$ cat config.mk
export PLATFORM = sky130hd
export DESIGN_NAME = adcc_ctrl
export DESIGN_NICKNAME = d
export VERILOG_FILES = /design/src/logic/adcc_pkg.sv /design/src/logic/adcc_ctrl.sv
export SDC_FILE = /design/constraint.sdc
export NUM_CORES = 1
export LEC_CHECK = 0
export BUFFER_PORTS_ARGS = -buffer_cell sky130_fd_sc_hd__buf_2
export CAP_MARGIN = 30
export CORE_ASPECT_RATIO = 0.8
export CORE_MARGIN = 10
export CORE_UTILIZATION = 50
export CTS_CLUSTER_DIAMETER = 50
export CTS_CLUSTER_SIZE = 14
export DETAILED_ROUTE_END_ITERATION = 16
export HOLD_SLACK_MARGIN = 0.1
export PLACE_DENSITY = 0.83
export SLEW_MARGIN = 15
export SYNTH_ARGS = -nofsm -noshare
export SYNTH_HDL_FRONTEND = slang
export SYNTH_SLANG_ARGS = --single-unit
$ cat constraint.sdc
create_clock -name sys_clk -period 2.5 [get_ports sys_clk]
set_clock_uncertainty 0.1 [all_clocks]
set_input_delay 0.5 -clock sys_clk [delete_from_list [all_inputs] [get_ports sys_clk]]
set_output_delay 0.5 -clock sys_clk [all_outputs]
set_load 0.005 [all_outputs]
$ cat src/logic/adcc_pkg.sv
// Constants, carrier types and states for the two-pass converter controller.
// Assumes one 10 MHz clock; all pins arrive from outside and are synchronised.
// Functional notes
// - A sample strobe while idle starts a new conversion
// - Strobe holds; controller ends hold via release
// - Two 8-bit passes build one 13-bit word
// - Path select: pass1 hi=1, reference 01, residue 00
// - Pass-one byte plus dither drives the DAC
// - Scaled residue added to pass-one word
// - Reset reference routed between the two passes
// - Serial output only after active-low request
// - Channel-two controller drives both boards' controls; a slave copies only the peer path selects
// - Attenuator two: 0-12 dB, or ground
// - Attenuator three: 0-14 dB, 2 dB steps
// - Attenuator settings arrive through serial chain
// - Offset setting shifted in, latched during autozero
// - Overrange is OR of three; half-range separate
package adcc_pkg;
  localparam int AD_W = 8; // Converter width
  localparam int WORD_W = 13; // Sample word width
  localparam int DITH_W = 5; // Dither width below the pass-one byte
  localparam int RES_SHIFT = 1; // Residue scale-down
  localparam int CFG_W = 14; // Config chain length
  localparam int CLK_NS = 100; // Clock period
  localparam int REF_NS = 1000; // Least time on the reset reference
  localparam int REF_CYC = (REF_NS + CLK_NS - 1) / CLK_NS; // Rounded up
  localparam int ADDR_W = 5;
  localparam logic [4:0] A_STATUS = 5'h00; // Read-only sticky events
  localparam logic [4:0] A_CLEAR = 5'h04; // Write-one-to-clear
  localparam logic [4:0] A_ENABLE = 5'h08; // Interrupt enables
  localparam logic [4:0] A_CTRL = 5'h0c; // Bit 0 dither enable
  localparam logic [4:0] A_RESULT = 5'h10; // Last sample
  localparam logic [4:0] A_CONFIG = 5'h14; // Latched settings
  localparam int EV_W = 4;
  localparam int EV_DONE = 0; // Sample complete
  localparam int EV_OVR = 1; // Overrange rose
  localparam int EV_MISS = 2; // Strobe while busy
  localparam int EV_SENT = 3; // Serial word shifted out
  localparam logic [0:0] CTRL_RST = 1'h1;
  localparam logic [2:0] ATT2_GND = 3'h7; // Grounds following amplifier
  localparam logic [4:0] LFSR_SEED = 5'h01;
  typedef enum logic [2:0] {S_IDLE, S_P1, S_P1W, S_REF, S_P2, S_P2W} adcc_state_t;
  typedef struct packed {logic hi; logic lo;} adcc_path_t;
  typedef struct packed {logic [7:0] offset; logic [2:0] att3; logic [2:0] att2;} adcc_cfg_t;
  typedef struct packed {
    logic [7:0] ad_data; logic is_master; logic half_neg; logic half_pos; logic in_ovl;
    logic ovr_neg; logic ovr_pos; logic autozero; logic cfg_load; logic cfg_data; logic cfg_clk;
    logic peer_lo; logic peer_hi; logic dreq_n; logic ad_done; logic strobe;
  } adcc_pins_t;
endpackage : adcc_pkg

$ cat src/logic/adcc_ctrl.sv
// Two-pass subranging converter controller: sequencing, dither, serial out,
// config decode, overload flags and a small register port with interrupt.
// Assumes all pin inputs are asynchronous; the register port is on sys_clk.
`timescale 1ns/1ns
module adcc_ctrl (
  input wire logic sys_clk,
  input wire logic rst,
  input wire logic clk_en,
  input wire logic sample_strobe,
  input wire logic ad_done,
  input wire logic [7:0] ad_data,
  input wire logic data_request_n,
  input wire logic is_master,
  input wire logic peer_sel_hi,
  input wire logic peer_sel_lo,
  input wire logic cfg_clk,
  input wire logic cfg_data,
  input wire logic cfg_load,
  input wire logic autozero,
  input wire logic ovr_pos,
  input wire logic ovr_neg,
  input wire logic input_overload_in,
  input wire logic half_pos,
  input wire logic half_neg,
  output logic hold_release_ctl,
  output logic path_select_hi,
  output logic path_select_lo,
  output logic sample_strobe_start,
  output logic eoc_out,
  output logic [adcc_pkg::WORD_W-1:0] dac_word,
  output logic ser_data,
  output logic ser_active,
  output adcc_pkg::adcc_cfg_t cfg_out,
  output logic att2_ground,
  output logic overrange_flag,
  output logic half_range_flag,
  input wire logic [adcc_pkg::ADDR_W-1:0] reg_addr,
  input wire logic [31:0] reg_wdata,
  input wire logic reg_wr,
  input wire logic reg_rd,
  output logic [31:0] reg_rdata,
  output logic irq
);
  import adcc_pkg::*;

  adcc_pins_t pin_raw, s1_q, s2_q, s3_q; // Two-stage sync plus edge history
  localparam adcc_pins_t PINS_IDLE = '{dreq_n: 1'b1, is_master: 1'b1, default: '0}; // No false edge after reset
  logic strobe_rise, done_rise, dreq_fall, cclk_rise, cload_rise;

  assign pin_raw = '{ad_data, is_master, half_neg, half_pos, input_overload_in, ovr_neg, ovr_pos,
                     autozero, cfg_load, cfg_data, cfg_clk, peer_sel_lo, peer_sel_hi, data_request_n,
                     ad_done, sample_strobe};

  // Synchroniser; s1 feeds only s2, edges compare s2 with s3
  always_ff @(posedge sys_clk) begin
    if (rst) begin
      s1_q <= PINS_IDLE;
      s2_q <= PINS_IDLE;
      s3_q <= PINS_IDLE;
    end else if (clk_en) begin
      s1_q <= pin_raw;
      s2_q <= s1_q;
      s3_q <= s2_q;
    end
  end

  always_comb begin
    strobe_rise = s2_q.strobe & ~s3_q.strobe;
    done_rise = s2_q.ad_done & ~s3_q.ad_done;
    dreq_fall = ~s2_q.dreq_n & s3_q.dreq_n;
    cclk_rise = s2_q.cfg_clk & ~s3_q.cfg_clk;
    cload_rise = s2_q.cfg_load & ~s3_q.cfg_load;
  end

  // Conversion sequencer state
  adcc_state_t st_q, st_d;
  adcc_path_t path_q, path_d;
  logic hold_q, hold_d, valid_q, valid_d, eoc_q, eoc_d;
  logic [3:0] ref_cnt_q, ref_cnt_d;
  logic [WORD_W-1:0] first_q, first_d, result_q, result_d;
  logic [DITH_W-1:0] lfsr_q, lfsr_d;
  logic signed [WORD_W-1:0] residue; // Pass-two byte, centred and scaled
  logic ser_load, ser_done, dither_en, ev_done, ev_miss;
  logic [EV_W-1:0] ev;

  // Offset-binary byte to signed, then shift down toward pass-one LSB
  always_comb begin
    residue = $signed({{(WORD_W-AD_W){~s2_q.ad_data[7]}}, ~s2_q.ad_data[7], s2_q.ad_data[6:0]}) >>> RES_SHIFT;
  end

  // Sequencer next state
  always_comb begin
    st_d = st_q;
    path_d = path_q;
    hold_d = hold_q;
    valid_d = valid_q & ~ser_load; // Word consumed by the serial shifter
    eoc_d = 1'b0;
    ref_cnt_d = ref_cnt_q;
    first_d = first_q;
    result_d = result_q;
    lfsr_d = lfsr_q;
    ev_done = 1'b0;
    ev_miss = strobe_rise && (st_q != S_IDLE); // Sample lost while converting
    unique case (st_q)
      S_IDLE: begin
        path_d = '{hi: 1'b1, lo: 1'b0}; // Park on the first-pass input
        if (strobe_rise) begin
          hold_d = 1'b0;
          st_d = S_P1;
        end
      end
      S_P1: st_d = S_P1W; // One-cycle start of pass one
      S_P1W: begin
        if (done_rise) begin
          first_d = {s2_q.ad_data, dither_en ? lfsr_q : {DITH_W{1'b0}}};
          path_d = '{hi: 1'b0, lo: 1'b1};
          ref_cnt_d = 4'(REF_CYC - 1);
          st_d = S_REF;
        end
      end
      S_REF: begin
        if (ref_cnt_q == 4'h0) begin
          path_d = '{hi: 1'b0, lo: 1'b0};
          st_d = S_P2;
        end else begin
          ref_cnt_d = ref_cnt_q - 4'h1;
        end
      end
      S_P2: st_d = S_P2W; // One-cycle start of pass two
      S_P2W: begin
        if (done_rise) begin
          result_d = first_q + $unsigned(residue);
          hold_d = 1'b1;
          valid_d = 1'b1;
          eoc_d = 1'b1; // Tells the other board this conversion ended
          ev_done = 1'b1;
          lfsr_d = {lfsr_q[3:0], lfsr_q[4] ^ lfsr_q[2]}; // New dither per sample
          path_d = '{hi: 1'b1, lo: 1'b0};
          st_d = S_IDLE;
        end
      end
    endcase
    if (!s2_q.is_master) begin
      path_d = '{hi: s2_q.peer_hi, lo: s2_q.peer_lo};
    end
  end

  always_ff @(posedge sys_clk) begin
    if (rst) begin
      st_q <= S_IDLE;
      path_q <= '{hi: 1'b1, lo: 1'b0};
      hold_q <= 1'b1;
      valid_q <= 1'b0;
      eoc_q <= 1'b0;
      ref_cnt_q <= 4'h0;
      first_q <= '0;
      result_q <= '0;
      lfsr_q <= LFSR_SEED;
    end else if (clk_en) begin
      st_q <= st_d;
      path_q <= path_d;
      hold_q <= hold_d;
      valid_q <= valid_d;
      eoc_q <= eoc_d;
      ref_cnt_q <= ref_cnt_d;
      first_q <= first_d;
      result_q <= result_d;
      lfsr_q <= lfsr_d;
    end
  end

  assign hold_release_ctl = hold_q;
  assign path_select_hi = path_q.hi;
  assign path_select_lo = path_q.lo;
  assign sample_strobe_start = (st_q == S_P1) || (st_q == S_P2);
  assign eoc_out = eoc_q;
  assign dac_word = first_q;

  // Serial shifter: MSB first, one bit per cycle, only on request
  logic [WORD_W-1:0] sh_q, sh_d;
  logic [3:0] bit_q, bit_d;
  logic sact_q, sact_d, sdat_q, sdat_d;

  always_comb begin
    ser_load = dreq_fall && valid_q && !sact_q;
    ser_done = sact_q && (bit_q == 4'h1);
    sh_d = sh_q;
    bit_d = bit_q;
    sact_d = sact_q;
    sdat_d = sdat_q;
    if (ser_load) begin
      sh_d = result_q;
      bit_d = 4'(WORD_W);
      sact_d = 1'b1;
      sdat_d = result_q[WORD_W-1];
    end else if (sact_q) begin
      sh_d = {sh_q[WORD_W-2:0], 1'b0};
      bit_d = bit_q - 4'h1;
      sact_d = !ser_done;
      sdat_d = ser_done ? 1'b0 : sh_q[WORD_W-2];
    end
  end

  always_ff @(posedge sys_clk) begin
    if (rst) begin
      sh_q <= '0;
      bit_q <= 4'h0;
      sact_q <= 1'b0;
      sdat_q <= 1'b0;
    end else if (clk_en) begin
      sh_q <= sh_d;
      bit_q <= bit_d;
      sact_q <= sact_d;
      sdat_q <= sdat_d;
    end
  end

  assign ser_data = sdat_q;
  assign ser_active = sact_q;

  // Config chain and overload flags
  logic [CFG_W-1:0] csh_q, csh_d;
  adcc_cfg_t cfg_q, cfg_d;
  logic ovl_q, ovl_d, half_q, half_d;

  always_comb begin
    csh_d = cclk_rise ? {csh_q[CFG_W-2:0], s2_q.cfg_data} : csh_q;
    cfg_d = cfg_q;
    if (cload_rise) begin
      cfg_d.att2 = csh_q[2:0];
      cfg_d.att3 = csh_q[5:3];
      if (s2_q.autozero) begin
        cfg_d.offset = csh_q[13:6];
      end
    end
    ovl_d = s2_q.ovr_pos | s2_q.ovr_neg | s2_q.in_ovl;
    half_d = s2_q.half_pos | s2_q.half_neg;
  end

  always_ff @(posedge sys_clk) begin
    if (rst) begin
      csh_q <= '0;
      cfg_q <= '0;
      ovl_q <= 1'b0;
      half_q <= 1'b0;
    end else if (clk_en) begin
      csh_q <= csh_d;
      cfg_q <= cfg_d;
      ovl_q <= ovl_d;
      half_q <= half_d;
    end
  end

  // Grounding code shows as zero step so the amplifier never sees both
  always_comb begin
    cfg_out = cfg_q;
    att2_ground = (cfg_q.att2 == ATT2_GND);
    if (att2_ground) begin
      cfg_out.att2 = 3'h0;
    end
  end
  assign overrange_flag = ovl_q;
  assign half_range_flag = half_q;

  // Register port and sticky interrupt status; a set beats a same-cycle clear
  logic [EV_W-1:0] stat_q, stat_d, en_q, en_d;
  logic [0:0] ctrl_q, ctrl_d;
  logic [31:0] rd_q, rd_d;

  always_comb begin
    ev[EV_DONE] = ev_done;
    ev[EV_MISS] = ev_miss;
    ev[EV_OVR] = ovl_d & ~ovl_q;
    ev[EV_SENT] = ser_done;
    stat_d = stat_q;
    en_d = en_q;
    ctrl_d = ctrl_q;
    rd_d = 32'h0;
    if (reg_wr) begin
      unique case (reg_addr)
        A_CLEAR: stat_d = stat_q & ~reg_wdata[EV_W-1:0];
        A_ENABLE: en_d = reg_wdata[EV_W-1:0];
        A_CTRL: ctrl_d = reg_wdata[0:0];
        default: ;
      endcase
    end
    stat_d = stat_d | ev;
    if (reg_rd) begin
      unique case (reg_addr)
        A_STATUS: rd_d = {28'h0, stat_q};
        A_ENABLE: rd_d = {28'h0, en_q};
        A_CTRL: rd_d = {31'h0, ctrl_q};
        A_RESULT: rd_d = {19'h0, result_q};
        A_CONFIG: rd_d = {17'h0, att2_ground, cfg_q};
        default: rd_d = 32'h0; // Unmapped reads as zero
      endcase
    end
  end

  always_ff @(posedge sys_clk) begin
    if (rst) begin
      stat_q <= '0;
      en_q <= '0;
      ctrl_q <= CTRL_RST;
      rd_q <= 32'h0;
    end else if (clk_en) begin
      stat_q <= stat_d;
      en_q <= en_d;
      ctrl_q <= ctrl_d;
      rd_q <= rd_d;
    end
  end

  assign dither_en = ctrl_q[0];
  assign reg_rdata = rd_q;
  assign irq = |(stat_q & en_q);
endmodule : adcc_ctrl

==> run metrics, run 1 <==
Worst-Skew Late Latency=0.42 ns; reported net switching power=1340 uW; crit path DAT=2.65 ns; GR Util All Layers=0.1679; HP Class=primary input to flop; setup TNS=0 ns; endpoints failing setup=0; Crit path required time=2.77 ns; Crit Path Max Fanout=3; Syn Area/Cell=8.703 um^2; reg2reg start=dac_word[0]; Final Hold Vio Count=0; Die W=155.1 um; Clock power frac=0.448; Worst setup SP type=flop; leakage=0.003406 uW; outcome=complete, no violations; WHS Path Cells=2; pins over their slew limit=0; Yosys cell types=57; drt first pass iters=5; die footprint=19870 um^2; layout cells sized above 1=0.1647; logic gate share of total power=0.059; crit path capture type=flop; DRT iter0 DRCs=412; # fillers=1218; Synth Cell Area=7302 um^2; CP Class=flop to flop; worst slack, placed=0.04940 ns; Via density=5.407; Max Cap Viol=0; hold_buf cts=0; setup ws final=0.1144 ns; Seq pwr share=0.493; initial antenna violation count=1; worst hold endpoint=s1_q[14]; CTS tree=built; Post-synth ARST share=0; Max-slew headroom=0.6190; P per Cell Area=667.0 nW/um^2; Post-DP HPWL=11.97 mm; first-pass GRT wire length=27.83 mm; Longest Clk Path Bufs=2; vias in the first global route=5685; Final ANT Viol Nets=0; Post-Layout Cell Count=1102; post-synthesis register bit count=166; Seq/Total Area, Yosys=0.4551; final hold slack=0.1820 ns; Area Overhead vs Synth=14.50%; R2R depth=8; gpl congestion=0.9142; final wirelength=16.98 mm; Routed WL per cell=15.40 um; Root Driver=clkbuf_16; worst reg-to-reg setup slack=0.11 ns; clk slew on worst S/H paths=0.06 ns; largest net degree at the start of global routing=58; Port Buf Inserts=89; Hold Crit Start=is_master; clock sinks=166; Slew @ Worst Pin=0.5715 ns; Layout Nets=987; multi-input logic area=3588 um^2; vias=5959; fin crit period=2.386 ns; DRC Markers=0; main flop type after synthesis=dfxtp_1; Sequential Area=3323 um^2; Cell Int Power=4236 uW; Peak VDD IR=0.0005332 V; Max Clk Rate=0.4192 GHz; CTS Buf Count=17; period utilization=0.9542; io pins=135; most frequent cells in the layout=166 x dfxtp_1, 126 x nand2_1, 113 x nor2_1; unrepaired setup endpoints after global routing=false; Initial Util=0.5107; Placed Cells=1070; switch share=0.2404; FF-to-FF End=result_q[12]; row cnt=39; fin util=0.5848; Ys Warns=0; cells after synthesis=839; GRT overflow=0; Die Height=128.1 um; core area=14300 um^2; CTS H-tree depth=4; EDFF count, synth=0; commonest non-fill, non-tap cell in the layout=dfxtp_1
[timing repair]
item / 4_1_cts / 5_1_grt
setup buffers: 0 / 0
gates resized for setup: 0 / 3
setup endpoints to repair: 0 / 2
[sequential cells by signal, summed over array words and instances, names as in the netlist, 3 cells and up]
name and cells:
s1_q 23, s2_q 17, reg_rdata 15, csh_q 14
dac_word 13, result_q 13, sh_q 12, cfg_out 11
residue 6, lfsr_q 5, s3_q 5, bit_q 4
en_q 4, ref_cnt_q 4, stat_q 4, cfg_q 3
st_q 3
[cell usage after synthesis (8+ instances only)]
master | n | area [um^2]
inv_1 | 9 | 33.78
a21oi_1 | 85 | 425.4
nor3_1 | 10 | 50.05
nand3_1 | 11 | 55.05
buf_4 | 31 | 232.7
nor2_1 | 113 | 424.2
nand2_1 | 126 | 473.0
a211o_1 | 8 | 70.07
xnor2_1 | 11 | 96.34
nor2b_1 | 15 | 93.84
mux2i_1 | 66 | 660.6
ha_1 | 16 | 200.2
clkbuf_1 | 31 | 116.4
a22oi_1 | 17 | 127.6
buf_2 | 14 | 70.07
o21ai_0 | 15 | 75.07
a211oi_1 | 18 | 135.1
dfxtp_1 | 166 | 3323
a22o_1 | 12 | 105.1
[metal layers]
layer / GRT usage / up-vias / wire (um)
met3: 0.04494 / 25 / 1158
met4: 0.05824 / 0 / 239
li1: - / 2990 / -
met2: 0.2597 / 181 / 7529
met5: 0 / - / 0
met1: 0.2214 / 2763 / 8050
[worst max-delay path: stages (launching register included)]
cell and delay, ns:
dfxtp_1 0.32, ha_1 0.23, fa_2 0.36, a21o_2 0.25, a221oi_4 0.26, or2_1 0.16, nor2_1 0.06, or4_1 0.50
nand3_1 0.09
[through the flow]
step / power [uW] / cell area, um^2
2_1_floorplan: 3043 / 7362
3_5_place_dp: 3130 / 7775
6_report: 5577 / 8361
4_1_cts: 5618 / 8337
3_3_place_gp: 3121 / 7775
5_1_grt: 5771 / 8358
[area by class of cell]
type / instances / area share
multi-input combinational: 601 / 0.4292
antenna: 1 / 0.0002993
sequential: 166 / 0.3975
clock buffer: 18 / 0.05253
timing repair buffer: 110 / 0.07423
inverter: 9 / 0.004041
clock inverter: 13 / 0.01467
tap: 184 / 0.02754
[power groups by stage]
stage	logic [uW]	registers [uW]	clock network, uW
after floorplan	261	2780	0
after global placement	319	2800	0
after detailed placement	325	2800	0
after CTS	328	2750	2540
after global routing	370	2750	2650
final	331	2750	2500
[worst max path at each step]
stage | startpoint | endpoint | cells after the start
3_3_place_gp | dac_word[0] | result_q[12] | 8
4_1_cts | dac_word[0] | result_q[12] | 8
3_5_place_dp | dac_word[0] | result_q[12] | 8
5_1_grt | dac_word[0] | result_q[12] | 8
6_report | dac_word[0] | result_q[12] | 8
2_1_floorplan | dac_word[0] | result_q[12] | 8
[logic make-up after synthesis]
kind of cell / Yosys count / synth area share
XOR/XNOR: 13 / 0.01559
adder cells (fa/ha/maj): 17 / 0.03016
buffers and inverters: 88 / 0.06460
AO/OA/AOI/OAI: 176 / 0.1537
multiplexers: 66 / 0.09047
AND/OR/NAND/NOR: 312 / 0.1899
other: 1 / 0.0005136
flip-flops: 166 / 0.4551
Note: power is estimated with default switching activity, not from simulation.
==> run 2, diff against run 1 <==
CORE_UTILIZATION = 56   (was 50)
PLACE_DENSITY = 0.87   (was 0.83)
clock period = 2.39 ns   (was 2.5 ns; I/O delays follow)
==> run 2 against run 1 <==
Compared with the run above: cell count unchanged; core utilization increased by 7.5 points; via count increased by 3.2%; clock power increased by 14%; sequential power increased by 4%.
==> run metrics, run 2 (synthesized netlist as in run 1, its figures left out) <==
GR Util All Layers=0.1956 (was 0.1679); io pins=135 (unchanged); core area=12820 um^2 (was 14300 um^2); DRT iter0 DRCs=476 (was 412); row cnt=37 (was 39); Max Cap Viol=0 (unchanged); pins over their slew limit=0 (unchanged); Slew @ Worst Pin=0.5913 ns (was 0.5715 ns); final hold slack=0.1622 ns (was 0.1820 ns); worst path bufs/invs=0 (unchanged); Max-slew headroom=0.6046 (was 0.6190); Hold Crit Start=is_master (unchanged); delay-heaviest family, CP=simple AND/OR/NAND/NOR gates (unchanged); CTS Buf Count=17 (unchanged); reg2reg start=dac_word[0] (unchanged); Root Driver=clkbuf_16 (unchanged); fin util=0.6599 (was 0.5848); setup TNS=0 ns (unchanged); Longest Clk Path Bufs=2 (unchanged); crit path capture type=flop (unchanged); Port Buf Inserts=89 (unchanged); CP max-delay cell=or4_1 (unchanged); final wirelength=17.78 mm (was 16.98 mm); period utilization=0.9713 (was 0.9542); largest net degree at the start of global routing=46 (was 58); CTS H-tree depth=4 (unchanged); Final Hold Vio Count=0 (unchanged); P per Cell Area=718.2 nW/um^2 (was 667.0 nW/um^2); fin crit period=2.321 ns (was 2.386 ns); Crit Path Max Fanout=2 (was 3); Initial Util=0.5694 (was 0.5107); clock sinks=166 (unchanged); Crit path required time=2.66 ns (was 2.77 ns); Die Height=122.1 um (was 128.1 um); slowest stage delay, CP=0.50 ns (about the same); initial antenna violation count=1 (unchanged); post-route cell area=8462 um^2 (was 8361 um^2); # diodes=0 (was 1); die footprint=18040 um^2 (was 19870 um^2); GRT overflow=0 (unchanged); drt first pass iters=5 (unchanged); max reg flops=23 (unchanged); WHS Path Cells=2 (unchanged); Routed WL per cell=16.14 um (was 15.40 um); Area Overhead vs Synth=15.88% (was 14.50%); Final ANT Viol Nets=0 (unchanged); Peak VDD IR=0.0007149 V (was 0.0005332 V); Layout Nets=996 (was 987); crit path DAT=2.59 ns (was 2.65 ns); FF-to-FF End=result_q[12] (unchanged); HP Class=primary input to flop (unchanged); first-pass GRT wire length=29.12 mm (was 27.83 mm); DRC Markers=0 (unchanged); Worst setup SP type=flop (unchanged); most frequent cells in the layout=165 x dfxtp_1, 126 x nand2_1, 113 x nor2_1 (was 166 x dfxtp_1, 126 x nand2_1, 113 x nor2_1); clk slew on worst S/H paths=0.07 ns (was 0.06 ns); vias in the first global route=5961 (was 5685); commonest non-fill, non-tap cell in the layout=dfxtp_1 (unchanged); worst hold endpoint=s1_q[14] (unchanged); vias=6152 (was 5959); CP Class=flop to flop (unchanged); # fillers=1050 (was 1218); layout cells sized above 1=0.1758 (was 0.1647); multi-input logic area=3593 um^2 (was 3588 um^2); largest register by flop count=s1_q (unchanged); crit path cell chain=ha_2 -> fa_2 -> a21o_4 -> a221oi_4 -> or2_1 -> nor2_1 -> or4_1 -> nand3_1 (was ha_1 -> fa_2 -> a21o_2 -> a221oi_4 -> or2_1 -> nor2_1 -> or4_1 -> nand3_1); cell area after placement=7796 um^2 (was 7775 um^2); Die W=147.7 um (was 155.1 um); Tot Pwr=6077 uW (was 5577 uW); CTS tree=built (unchanged); R2R depth=8 (unchanged); Post-DP HPWL=12.29 mm (was 11.97 mm); Via density=5.583 (was 5.407); endpoints failing setup=0 (unchanged); Sequential Area=3324 um^2 (was 3323 um^2); worst reg-to-reg setup slack=0.07 ns (was 0.11 ns); Max Clk Rate=0.4308 GHz (was 0.4192 GHz); Worst-Skew Late Latency=0.43 ns (was 0.42 ns); leakage=0.003467 uW (was 0.003406 uW); gpl congestion=0.8552 (was 0.9142); unrepaired setup endpoints after global routing=false (unchanged); outcome=complete, no violations (unchanged)
-- run 2: changes by cell type in the layout (fill, tap and decap cells not counted), moves of 2 or more --
cell,change
inv_6,+2
bufinv_16,+2
clkinv_2,-2
buf_4,+10
-- run 2: repair_timing --
action,4_1_cts,5_1_grt
setup endpoints to repair,1,4
setup buffers,2,1
pin swaps,2,4
gates resized for setup,2,4
hold buffers,0,0
-- run 2: metal layers --
metal | wire (um) | share of wire | track usage
met1 | 7698 | 0.43 | 0.2416
met2 | 8434 | 0.47 | 0.3197
met3 | 1286 | 0.072 | 0.05150
met4 | 355 | 0.020 | 0.08220
met5 | 7 | 0.00039 | 0
-- run 2: cell type report --
| class | count | share of cell area |
|---|---|---|
| Sequential cell | 166 | 0.3929 |
| Inverter | 9 | 0.003992 |
| Multi-Input combinational cell | 601 | 0.4247 |
| Clock buffer | 17 | 0.05027 |
| Clock inverter | 15 | 0.02248 |
| Tap cell | 175 | 0.02588 |
| Timing Repair Buffer | 119 | 0.07985 |
-- run 2: report_power, final --
group / internal (uW) / leakage [uW] / switching [uW]
clock network: 1670 / 0.000294 / 1180
logic: 140 / 0.00183 / 213
registers: 2820 / 0.00135 / 52.8
-- run 2: worst register-to-register path, cell delays in order (launching register included) --
cell      delay [ns]
dfxtp_2         0.33
ha_2            0.19
fa_2            0.38
a21o_4          0.23
a221oi_4        0.24
or2_1           0.16
nor2_1          0.05
or4_1           0.50
nand3_1         0.09
-- run 2: stage by stage --
stage / setup WS (ns) / cells
final: 0.06854 / 1102
after global routing: 0.0008593 / 1102
after CTS: 0.01780 / 1101
after detailed placement: -0.04033 / 1067
after global placement: -0.03378 / 1067
after floorplan: 0.03894 / 855
-- run 2: worst max path at each step --
stage	from	to	slack, ns	depth (start not counted)
final	dac_word[0]	result_q[12]	0.07	8
after CTS	dac_word[0]	result_q[12]	0.02	8
after global routing	dac_word[0]	result_q[12]	0.0009	8
after floorplan	dac_word[0]	result_q[12]	0.04	8
after global placement	dac_word[0]	result_q[12]	-0.03	8
after detailed placement	dac_word[0]	result_q[12]	-0.04	8
==> run 3, diff against run 2 <==
CORE_ASPECT_RATIO = not set   (was 0.8)
==> run 3 against run 2 <==
Compared with the run above: via count decreased by 2.6%; global-route usage decreased by 0.84 points; core utilization increased by 0.23 points; sequential cell count unchanged; design area decreased by 0.84%; critical path depth decreased by 1; power decreased by 4.0%; critical endpoint is now result_q[11]; largest power group unchanged; highest routed layer unchanged.
==> run metrics, run 3 (synthesized netlist as in run 1, its figures left out) <==
outcome=complete, no violations (unchanged); Die W=134.2 um (was 147.7 um); Max Clk Rate=0.4381 GHz (was 0.4308 GHz); CP Class=flop to flop (unchanged); CTS tree=built (unchanged); period utilization=0.9550 (was 0.9713); Final ANT Viol Nets=0 (unchanged); DRC Markers=0 (unchanged); row cnt=41 (was 37); drt first pass iters=5 (unchanged); Slew @ Worst Pin=0.5496 ns (was 0.5913 ns); Port Buf Inserts=89 (unchanged); Max Cap Viol=0 (unchanged); die footprint=18010 um^2 (was 18040 um^2); endpoints failing setup=0 (unchanged); Longest Clk Path Bufs=2 (unchanged); P per Cell Area=695.0 nW/um^2 (was 718.2 nW/um^2); commonest non-fill, non-tap cell in the layout=dfxtp_1 (unchanged); io pins=135 (unchanged); crit path capture type=flop (unchanged); gpl congestion=0.8870 (was 0.8552); Layout Nets=990 (was 996); clk slew on worst S/H paths=0.06 ns (was 0.07 ns); vias in the first global route=5713 (was 5961); Crit path required time=2.60 ns (was 2.66 ns); initial antenna violation count=2 (was 1); Max-slew headroom=0.6325 (was 0.6046); Worst setup SP type=flop (unchanged); max reg flops=23 (unchanged); pins over their slew limit=0 (unchanged); Post-DP HPWL=11.69 mm (was 12.29 mm); crit path DAT=2.49 ns (was 2.59 ns); GR Util All Layers=0.1872 (was 0.1956); post-route cell area=8391 um^2 (was 8462 um^2); Crit Path Max Fanout=6 (was 2); final wirelength=16.91 mm (was 17.78 mm); cell area after placement=7775 um^2 (was 7796 um^2); Post-Layout Cell Count=1093 (was 1102); Placed Cells=1060 (was 1067); fin crit period=2.282 ns (was 2.321 ns); core area=12670 um^2 (was 12820 um^2); Initial Util=0.5763 (was 0.5694); Peak VDD IR=0.0004428 V (was 0.0007149 V); DRT iter0 DRCs=605 (was 476); Die Height=134.2 um (was 122.1 um); vias=5995 (was 6152); first-pass GRT wire length=28.06 mm (was 29.12 mm); largest register by flop count=s1_q (unchanged); hold_buf cts=0 (unchanged); clock sinks=166 (unchanged); layout cells sized above 1=0.1705 (was 0.1758); HP Class=primary input to flop (unchanged); Via density=5.485 (was 5.583); CTS H-tree depth=4 (unchanged); Worst-Skew Late Latency=0.42 ns (was 0.43 ns); most frequent cells in the layout=164 x dfxtp_1, 126 x nand2_1, 112 x nor2_1 (was 165 x dfxtp_1, 126 x nand2_1, 113 x nor2_1); unrepaired setup endpoints after global routing=false (unchanged); CTS Buf Count=17 (unchanged); Area Overhead vs Synth=14.91% (was 15.88%); final hold slack=0.1681 ns (was 0.1622 ns); largest net degree at the start of global routing=58 (was 46); # diodes=0 (unchanged); Root Driver=clkbuf_16 (unchanged); GRT overflow=0 (unchanged); Routed WL per cell=15.47 um (was 16.14 um); Final Hold Vio Count=0 (unchanged); leakage=0.003422 uW (was 0.003467 uW)
==> run 3: cell types whose count changed in the layout (fill, tap and decap cells not counted), sizes merged <==
| cell | before | now |
|---|---|---|
| bufinv | 3 | 1 |
| clkinv | 2 | 3 |
| clkinvlp | 3 | 2 |
| inv | 16 | 12 |
| clkbuf | 17 | 23 |
| buf | 119 | 113 |
==> run 3: critical path, stage by stage, from the launching register on <==
cell	delay, ns
dfxtp_1	0.40
inv_2	0.10
ha_2	0.32
a211o_1	0.28
o311a_1	0.37
a41oi_1	0.29
xnor2_1	0.11
a22o_1	0.21
==> run 3: what timing repair did <==
action | in CTS | in global routing
gates resized for setup | 2 | 8
pin swaps | 2 | 8
setup buffers | 2 | 0
endpoints found under the setup margin | 1 | 4
==> run 3: final cells by class <==
cell class | instances | area [um^2]
timing repair buffer | 113 | 643.1
multi-input combinational | 601 | 3605
fill | 978 | 4280
clock buffer | 23 | 478.0
tap | 172 | 215.2
clock inverter | 9 | 90.09
sequential | 166 | 3326
inverter | 9 | 33.78
==> run 3: where the power goes <==
group          switching, uW  internal, uW
clock network           1090          1520
logic                    205           139
registers               49.6          2820
total                   1340          4490
==> run 3: path summary, 6_finish.rpt <==
check	endpoint	from	slack, ns	depth (start not counted)
hold / removal	s1_q[14]	is_master	0.17	2
setup reg to reg	result_q[11]	s2_q[22]	0.11	7
hold reg to reg	cfg_out[13]	csh_q[13]	0.36	2
setup / recovery	result_q[11]	s2_q[22]	0.11	7
==> run 3: layer usage <==
metal	wire (um)	up-vias	GRT usage	share of wire
li1	-	2990	-	-
met2	8187	168	0.3036	0.48
met1	7264	2805	0.2265	0.43
met5	12	-	0	0.00071
met4	331	2	0.07437	0.020
met3	1110	30	0.05713	0.066
==> run 3: stage by stage <==
| step | setup slack, ns | TNS (ns) | utilization | power (uW) |
|---|---|---|---|---|
| after floorplan | 0.03894 | 0 | - | 3183 |
| after global placement | -0.01307 | -0.01307 | 0.6136 | 3262 |
| after detailed placement | -0.03935 | -0.03935 | 0.6136 | 3270 |
| after CTS | 0.01953 | 0 | 0.6607 | 5860 |
| after global routing | 0.0007783 | 0 | 0.6622 | 6046 |
| final | 0.1076 | 0 | 0.6622 | 5832 |
